==> config.mk <==
export PLATFORM = sky130hd
export DESIGN_NAME = eight_bit_timer
export DESIGN_NICKNAME = d
export VERILOG_FILES = /design/src/timer_pkg.sv /design/src/timer_prescaler.sv /design/src/timer_sync.sv /design/src/eight_bit_timer.sv
export VERILOG_INCLUDE_DIRS = /design/src
export SDC_FILE = /design/constraint.sdc
export NUM_CORES = 1
export LEC_CHECK = 0
export ABC_AREA = 1
export BUFFER_PORTS_ARGS = -buffer_cell sky130_fd_sc_hd__buf_4
export CORE_MARGIN = 8
export CORE_UTILIZATION = 45
export DETAILED_ROUTE_END_ITERATION = 8
export PLACE_DENSITY_LB_ADDON = 0.2
export SKIP_LAST_GASP = 1
export SLEW_MARGIN = 10
export SYNTH_ARGS = -nofsm -noshare
export SYNTH_HDL_FRONTEND = slang
export SYNTH_SLANG_ARGS = --single-unit
==> constraint.sdc <==
create_clock -name clk_sys -period 3 [get_ports clk_sys]
set_input_delay 0.3 -clock clk_sys [delete_from_list [all_inputs] [get_ports clk_sys]]
set_output_delay 0.3 -clock clk_sys [all_outputs]
set_load 0.05 [all_outputs]
==> src/timer_map.svh <==
// register offsets, field positions, reset values and timing counts of the 8-bit timer
// assumes inclusion by bare name from the design modules and the bench
`ifndef TIMER_MAP_SVH
`define TIMER_MAP_SVH

`define TMR_OFF_COUNT 12'h000
`define TMR_OFF_CONFIG 12'h004
`define TMR_OFF_IRQ_CONTROL 12'h008
`define TMR_OFF_STATUS 12'h00C
`define TMR_OFF_MASK 12'h010
`define TMR_OFF_CONTROL 12'h014

`define TMR_CFG_RATE_LSB 0
`define TMR_CFG_ASSIGN_BIT 3
`define TMR_CFG_EDGE_BIT 4
`define TMR_CFG_SOURCE_BIT 5
`define TMR_IRQC_FLAG_BIT 0
`define TMR_IRQC_ENABLE_BIT 1
`define TMR_CTRL_SLEEP_BIT 0
`define TMR_CTRL_WDCLR_BIT 1
`define TMR_STAT_OVF_BIT 0
`define TMR_STAT_WRITE_BIT 1

`define TMR_CONFIG_RESET 8'hFF
`define TMR_COUNT_RESET 8'h00

`define TMR_INSTR_CYCLE_CLKS 4
`define TMR_WRITE_HOLD_CYCLES 2

`endif

==> src/timer_pkg.sv <==
// types shared by the 8-bit timer modules
// assumes timer_map.svh alongside
package timer_pkg;

typedef struct packed {
    logic source_select;
    logic edge_select;
    logic prescaler_assign;
    logic [2:0] prescale_rate;
} timer_config_t;

typedef struct packed {
    logic [31:0] paddr;
    logic psel;
    logic penable;
    logic pwrite;
    logic [31:0] pwdata;
} apb_req_t;

typedef struct packed {
    logic [31:0] prdata;
    logic pready;
    logic pslverr;
} apb_rsp_t;

typedef enum logic [1:0] {
    PH_Q1 = 2'b00,
    PH_Q2 = 2'b01,
    PH_Q3 = 2'b10,
    PH_Q4 = 2'b11
} phase_t;

endpackage : timer_pkg

==> src/timer_prescaler.sv <==
// shared prescaler: 8-bit synchronous counter with tap selection
// assumes one clock; advance and clear are one-cycle pulses
`timescale 1ns/1ps
`include "timer_map.svh"

module timer_prescaler #(
    parameter int WIDTH = 8
) (
    input wire logic clk_sys,
    input wire logic reset,
    input wire logic clear,
    input wire logic advance,
    input wire logic [2:0] rate,
    output logic tick
);

typedef struct packed {
    logic [WIDTH-1:0] count;
    logic tick;
} pre_state_t;

pre_state_t st_reg;
pre_state_t st_next;

logic [WIDTH-1:0] bumped;
assign bumped = st_reg.count + WIDTH'(1);

always_comb begin
    st_next = st_reg;
    st_next.tick = 1'b0;
    if (clear) begin
        st_next.count = '0;
    end else if (advance) begin
        st_next.count = bumped;
        // rate k divides by two to the power k plus one
        st_next.tick = st_reg.count[rate] & ~bumped[rate];
    end
end

always_ff @(posedge clk_sys) begin
    if (reset) begin
        st_reg <= '0;
    end else begin
        st_reg <= st_next;
    end
end

assign tick = st_reg.tick;

endmodule : timer_prescaler

==> src/timer_sync.sv <==
// input edge catcher for the external count source
// assumes the input is synchronous to clk_sys
`timescale 1ns/1ps

module timer_sync (
    input wire logic clk_sys,
    input wire logic reset,
    input wire logic pin,
    input wire logic falling,
    output logic edge_pulse
);

logic prev_reg;

always_ff @(posedge clk_sys) begin
    if (reset) begin
        prev_reg <= 1'b0;
    end else begin
        prev_reg <= pin;
    end
end

// chosen edge of the count input
assign edge_pulse = falling ? (prev_reg & ~pin) : (~prev_reg & pin);

endmodule : timer_sync

==> src/eight_bit_timer.sv <==
// 8-bit timer/counter with shared prescaler, overflow flag and APB register access
// assumes an APB master on clk_sys and an ext_count_input synchronous to clk_sys
//
// Behaviour
// - one 8-bit count register, timer or event counter by software choice
// - source select clear: timer mode, one count per instruction cycle unprescaled
// - after a count write, counting is held off two instruction cycles
// - counter mode counts external input edges, rising or falling by edge select
// - source select set to one selects counter mode on the external input
// - one prescaler, timer or watchdog; assign bit clear gives it to timer
// - prescaler to timer gives eight ratios 1:2 to 1:256 by rate field
// - timer counts 1:1 only when assign bit hands prescaler to watchdog
// - prescaler not accessible; count write clears it while assigned to timer
// - rollover from FF to 00 sets overflow flag regardless of enable
// - hardware never clears the overflow flag; firmware clears it by writing
// - interrupt requested only while overflow flag and enable both set
// - timer frozen in sleep, so its overflow never wakes the processor
// - counter mode samples prescaler output on Q2 and Q4 before counting; here sampled on Q2 only, then counted on Q4
// - count contents unchanged for the whole of sleep
//
// Our own choices: the APB interface to the registers and the placing of the registers.
`timescale 1ns/1ps
`include "timer_map.svh"

module eight_bit_timer #(
    parameter int CYCLE_CLKS = `TMR_INSTR_CYCLE_CLKS,
    parameter int HOLD_CYCLES = `TMR_WRITE_HOLD_CYCLES
) (
    input wire logic clk_sys,
    input wire logic reset,
    input wire logic [31:0] paddr,
    input wire logic psel,
    input wire logic penable,
    input wire logic pwrite,
    input wire logic [31:0] pwdata,
    output logic [31:0] prdata,
    output logic pready,
    output logic pslverr,
    input wire logic ext_count_input,
    input wire logic sleep_mode,
    output logic irq,
    output logic overflow_irq_request,
    output logic watchdog_clear_instr,
    output logic watchdog_prescale_tick
);

////////////////////////////////////////////////////////////////////////////////
// state

typedef struct packed {
    logic [7:0] timer_count;
    timer_pkg::timer_config_t cfg;
    logic overflow_flag;
    logic overflow_irq_enable;
    logic [1:0] status;
    logic [1:0] mask;
    logic sleep_sw;
    logic [1:0] hold_cnt;
    logic [1:0] div_cnt;
    timer_pkg::phase_t phase;
    logic ext_seen;
    logic sample_q2;
    logic [31:0] prdata;
    logic pready;
    logic pslverr;
    logic irq;
    logic req;
    logic wd_clear;
    logic wd_tick;
} timer_state_t;

timer_state_t st_reg;
timer_state_t st_next;

////////////////////////////////////////////////////////////////////////////////
// helpers

function automatic logic is_addr(input logic [31:0] a, input logic [11:0] off);
    is_addr = (a[11:0] == off) && (a[31:12] == 20'h00000);
endfunction : is_addr

function automatic logic [31:0] pad8(input logic [7:0] v);
    pad8 = {24'h000000, v};
endfunction : pad8

logic access;
logic wr;
logic rd;
logic instr_tick;
logic ext_edge;
logic pre_clear;
logic pre_advance;
logic pre_tick;
logic sleeping;
logic count_write;
logic [7:0] cfg_bits;

assign access = psel & penable & ~st_reg.pready;
assign wr = access & pwrite;
assign rd = access & ~pwrite;
assign sleeping = sleep_mode | st_reg.sleep_sw;
assign instr_tick = (st_reg.div_cnt == 2'(CYCLE_CLKS - 1));
assign count_write = wr & is_addr(paddr, `TMR_OFF_COUNT);
assign cfg_bits = {2'b00, st_reg.cfg};

////////////////////////////////////////////////////////////////////////////////
// submodules

timer_sync u_sync (
    .clk_sys(clk_sys),
    .reset(reset),
    .pin(ext_count_input),
    .falling(st_reg.cfg.edge_select),
    .edge_pulse(ext_edge)
);

// prescaler cleared by a count write while on the timer, or by watchdog clear while on the watchdog
assign pre_clear = (count_write & ~st_reg.cfg.prescaler_assign)
    | (st_reg.wd_clear & st_reg.cfg.prescaler_assign);
assign pre_advance = ~sleeping & (st_reg.cfg.prescaler_assign ? instr_tick
    : (st_reg.cfg.source_select ? ext_edge : instr_tick));

timer_prescaler #(
    .WIDTH(8)
) u_pre (
    .clk_sys(clk_sys),
    .reset(reset),
    .clear(pre_clear),
    .advance(pre_advance),
    .rate(st_reg.cfg.prescale_rate),
    .tick(pre_tick)
);

////////////////////////////////////////////////////////////////////////////////
// next state

logic inc_src;
logic inc;
logic [7:0] count_plus;

always_comb begin
    st_next = st_reg;
    st_next.wd_clear = 1'b0;
    st_next.wd_tick = st_reg.cfg.prescaler_assign & pre_tick;
    inc_src = 1'b0;
    inc = 1'b0;
    count_plus = st_reg.timer_count + 8'h01;

    // instruction cycle divider and phase clocks
    if (!sleeping) begin
        st_next.div_cnt = instr_tick ? 2'h0 : st_reg.div_cnt + 2'h1;
        st_next.phase = timer_pkg::phase_t'(st_next.div_cnt);
    end

    // source selection
    if (!st_reg.cfg.prescaler_assign) begin
        inc_src = pre_tick;
    end else if (st_reg.cfg.source_select) begin
        inc_src = ext_edge;
    end else begin
        inc_src = instr_tick;
    end

    // counter mode: latch source event, sample on Q2 then count on Q4
    if (st_reg.cfg.source_select) begin
        if (inc_src) begin
            st_next.ext_seen = 1'b1;
        end
        if (st_reg.phase == timer_pkg::PH_Q2 && instr_tick == 1'b0) begin
            st_next.sample_q2 = st_reg.ext_seen | inc_src;
        end
        inc = (st_reg.phase == timer_pkg::PH_Q4) && st_reg.sample_q2;
        if (inc) begin
            st_next.ext_seen = inc_src;
            st_next.sample_q2 = 1'b0;
        end
    end else begin
        inc = inc_src;
        st_next.ext_seen = 1'b0;
        st_next.sample_q2 = 1'b0;
    end

    // write hold-off counted in instruction cycles
    if (st_reg.hold_cnt != 2'h0 && instr_tick && !sleeping) begin
        st_next.hold_cnt = st_reg.hold_cnt - 2'h1;
    end
    if (sleeping || st_reg.hold_cnt != 2'h0) begin
        inc = 1'b0;
    end

    // count advance and rollover
    if (inc) begin
        st_next.timer_count = count_plus;
        if (st_reg.timer_count == 8'hFF) begin
            st_next.overflow_flag = 1'b1;
            st_next.status[`TMR_STAT_OVF_BIT] = 1'b1;
        end
    end

    // APB slave: single-wait answer
    st_next.pready = 1'b0;
    st_next.pslverr = 1'b0;
    if (access) begin
        st_next.pready = 1'b1;
        st_next.prdata = 32'h00000000;
        if (is_addr(paddr, `TMR_OFF_COUNT)) begin
            st_next.prdata = pad8(st_reg.timer_count);
            if (wr) begin
                st_next.timer_count = pwdata[7:0];
                st_next.hold_cnt = 2'(HOLD_CYCLES);
                st_next.status[`TMR_STAT_WRITE_BIT] = 1'b1;
            end
        end else if (is_addr(paddr, `TMR_OFF_CONFIG)) begin
            st_next.prdata = pad8(cfg_bits);
            if (wr) begin
                st_next.cfg = pwdata[5:0];
            end
        end else if (is_addr(paddr, `TMR_OFF_IRQ_CONTROL)) begin
            st_next.prdata = pad8({6'h00, st_reg.overflow_irq_enable, st_reg.overflow_flag});
            if (wr) begin
                st_next.overflow_irq_enable = pwdata[`TMR_IRQC_ENABLE_BIT];
                // set by a rollover in this cycle wins over the write
                st_next.overflow_flag = st_next.overflow_flag & pwdata[`TMR_IRQC_FLAG_BIT]
                    | (inc && st_reg.timer_count == 8'hFF)
                    | (pwdata[`TMR_IRQC_FLAG_BIT] & st_reg.overflow_flag);
            end
        end else if (is_addr(paddr, `TMR_OFF_STATUS)) begin
            st_next.prdata = pad8({6'h00, st_reg.status});
            if (rd) begin
                // clear on read, new events survive
                st_next.status = st_reg.status & 2'b00
                    | {count_write, inc && st_reg.timer_count == 8'hFF};
            end
        end else if (is_addr(paddr, `TMR_OFF_MASK)) begin
            st_next.prdata = pad8({6'h00, st_reg.mask});
            if (wr) begin
                st_next.mask = pwdata[1:0];
            end
        end else if (is_addr(paddr, `TMR_OFF_CONTROL)) begin
            st_next.prdata = pad8({6'h00, 1'b0, st_reg.sleep_sw});
            if (wr) begin
                st_next.sleep_sw = pwdata[`TMR_CTRL_SLEEP_BIT];
                st_next.wd_clear = pwdata[`TMR_CTRL_WDCLR_BIT];
            end
        end else begin
            st_next.pslverr = 1'b1;
        end
    end

    // outputs
    st_next.req = st_next.overflow_flag & st_next.overflow_irq_enable;
    st_next.irq = |(st_next.status & st_next.mask);
end

always_ff @(posedge clk_sys) begin
    if (reset) begin
        st_reg <= '0;
        st_reg.cfg <= timer_pkg::timer_config_t'(6'(`TMR_CONFIG_RESET));
        st_reg.timer_count <= `TMR_COUNT_RESET;
    end else begin
        st_reg <= st_next;
    end
end

////////////////////////////////////////////////////////////////////////////////
// outputs

assign prdata = st_reg.prdata;
assign pready = st_reg.pready;
assign pslverr = st_reg.pslverr;
assign irq = st_reg.irq;
assign overflow_irq_request = st_reg.req;
assign watchdog_clear_instr = st_reg.wd_clear;
assign watchdog_prescale_tick = st_reg.wd_tick;

endmodule : eight_bit_timer

==> results.sh <==
export IMPL_crit_chain="ha_1 -> nand2_1 -> a211oi_1 -> nand2_1 -> nor2_1 -> nand3_1 -> nand2_1 -> nand3_1 -> nand2_1"
export IMPL_grt_pass1_vias=2864
export IMPL_ys_seq_elements=51
export IMPL_grt_max_degree=22
export IMPL_grt_overflow=0
export IMPL_multi_input_area_um2=1660
export IMPL_pwr_density_cell_nw_per_um2=375
export IMPL_skew_ns=0.00558
export IMPL_maxCapViolations=0
export IMPL_path_buf_inv=0
export IMPL_cts_hold_buf=0
export IMPL_synth_cell_type_count=44
export IMPL_routabilityCongestion=0.886
export IMPL_finalNonFillerCells=612
export IMPL_ir_drop_mv=0.270
export IMPL_slew_headroom_pct=54.5
export IMPL_async_reset_ff_share_pct=0
export IMPL_drtPass1Iterations=5
export IMPL_crit_type="register to register"
export IMPL_critPathTopFamily="simple AND/OR/NAND/NOR gates"
export IMPL_ys_flop_type="dfxtp_1"
export IMPL_reg2reg_to="irq"
export IMPL_n_fill_cell=680
export IMPL_htreeDepth=2
export IMPL_yosysMostFrequentCell="nand2_1"
export IMPL_worstSkewPairLatency_ns=0.30
export IMPL_num_rows=30
export IMPL_largest_reg_flops=21
export IMPL_start_util_pct=46.5
export IMPL_syn_area_per_cell_um2=6.77
export IMPL_cp_max_fo=10
export IMPL_path_clk_slew_ns=0.09
export IMPL_synth_area_leader_cell="dfxtp_1"
export IMPL_r2r_setup_slack_ns=1.03
export IMPL_drc=0
export IMPL_core_um2=6790
export IMPL_arrival_ns=2.22
export IMPL_seq_area_um2=1020
export IMPL_slowest_stage="dfxtp_1"
export IMPL_antenna_cells=0
export IMPL_via_count=2903
export IMPL_hold_viol_final=0
export IMPL_worstHoldStart="ext_count_input"
export IMPL_yosysSeqAreaShare_pct=32.3
export IMPL_cts_repair_resize_count=0
export IMPL_antenna_left=0
export IMPL_drt_iter0_drc=139
export IMPL_synth_top_area_share_pct=32.3
export IMPL_dp_cells=604
export IMPL_viasPerCell=4.74
export IMPL_synthTopCellsByArea="dfxtp_1, nand2_1, inv_1, buf_4, nand3_1"
export IMPL_layout_area_overhead_vs_synth_pct=15.5
export IMPL_fmax_mhz=507
export IMPL_die_w_um=99.8
export IMPL_r2r_start="st_reg[40]"
export IMPL_status="completed"
export IMPL_dieArea_um2=9950
export IMPL_dpl_cell_area_um2=3530
export IMPL_slew_viol_final=0
export IMPL_min_path_cells=3
export IMPL_grt_usage_pct=15.5
export IMPL_synthesis_area_um2=3160
export IMPL_die_y_um=99.8
export IMPL_ioPinCount=109
export IMPL_min_period_over_period_pct=65.7
export IMPL_max_stage_delay_ns=0.38
export IMPL_r2r_cells=9
export IMPL_nets=591
export IMPL_required_ns=3.25
export IMPL_wl_mm=7.47
export IMPL_yosys_warnings=0
export IMPL_crit_top_cell="nand2_1"
export IMPL_hpwl_mm=5.90
export IMPL_whs_ns=0.240
export IMPL_end_kind="register"
export IMPL_fin_area_um2=3650
export IMPL_syn_inst=466
export IMPL_clock_path_buffers=2
export IMPL_cts_setup_buffers=0
export IMPL_grt_pass1_wl_mm=12.9
export IMPL_leakage_nw=1.83
export IMPL_cts_sinks=51
export IMPL_root_buffer="clkbuf_8"
export IMPL_layout_drive_gt1_share_pct=17.8
export IMPL_synthTopCellsByCount="nand2_1, inv_1, dfxtp_1"
export IMPL_rsz0062_at_grt="false"
export IMPL_setup_viol_count_final=0
export IMPL_fin_crit_ns=1.97
export IMPL_grt_antenna_before_repair=0
export IMPL_port_buffers=60
export IMPL_routedWlPerCell_um=12.2
export IMPL_synth_edf_count=0
export IMPL_fin_setup_tns_ns=0
export IMPL_worst_pin_slew_ns=0.681
export IMPL_cts_made_buffers=5
export IMPL_hold_path_end="u_sync.prev_reg"
export IMPL_startpoint_type="register"
export IMPL_tritoncts="yes"
export IMPL_hold_class="primary input to register"
## final cells by class
class                           count  area share, %
Timing Repair Buffer               60           12.4
Tap cell                           96           3.29
Sequential cell                    51           28.0
Multi-Input combinational cell    324           45.5
Clock inverter                      2          0.961
Clock buffer                        6           2.26
Inverter                           73           7.65
## cells by family after synthesis
| group | after synthesis | synth area share (%) |
|---|---|---|
| other | 1 | 0.119 |
| buffers and inverters | 114 | 17.9 |
| adder cells (fa/ha/maj) | 5 | 1.98 |
| AND/OR/NAND/NOR | 216 | 31.8 |
| flip-flops | 51 | 32.3 |
| AO/OA/AOI/OAI | 70 | 13.4 |
| XOR/XNOR | 9 | 2.50 |
## worst max-delay path by stage
stage	start	endpoint	depth (start not counted)
after floorplan	pready	overflow_irq_request	7
after global placement	paddr[27]	u_pre.tick	11
after detailed placement	paddr[5]	u_pre.tick	11
after CTS	st_reg[40]	irq	9
after global routing	st_reg[40]	irq	9
final	st_reg[40]	irq	9
## metrics by stage
step	total power (W)	util (%)	worst slack [ns]
after floorplan	0.000847	-	1.34
after global placement	0.000886	51.9	1.03
after detailed placement	0.000888	51.9	1.01
after CTS	0.00138	53.7	0.983
after global routing	0.00142	53.7	0.811
final	0.00137	53.7	1.03
## report_power, final
group	leakage, nW	switching, W	internal [W]	total [W]
combinational	1.35	0.000130	0.0000568	0.000187
sequential	0.412	0.00000382	0.000682	0.000686
clock	0.0612	0.000224	0.000270	0.000494
## layer usage
metal / global-route usage (%) / part of all wire, % / wire length [um] / vias up
met3: 3.14 / 5.4 / 400 / 6
li1: - / - / - / 1533
met1: 18.5 / 44 / 3250 / 1300
met5: 0 / 0 / 0 / -
met2: 27.8 / 50 / 3750 / 64
met4: 3.14 / 0.91 / 68 / 0
## worst register-to-register path, delay by kind of cell, from the launching register on
family | cells | cell delay, ns
flops | 1 | 0.38
compound gates | 1 | 0.22
simple gates | 7 | 1.04
fa+ha+maj | 1 | 0.27
## cell usage in the layout (no fill, tap or decap), types with 3 or more instances in the layout
master,Yosys,layout
nor2_4,3,3
nand2_2,3,3
inv_2,4,4
clkbuf_8,0,6
nor3_1,12,12
nand2_1,94,94
xor2_1,7,7
nand3_1,38,38
a21oi_1,22,22
dfxtp_1,51,51
o211ai_1,6,6
ha_1,5,5
buf_4,32,60
nand4_1,5,5
inv_1,68,68
o21ai_0,26,26
nor2_2,4,4
conb_1,1,24
o21bai_1,3,3
nor2_1,46,46
Power figures use the tool's default switching activity.
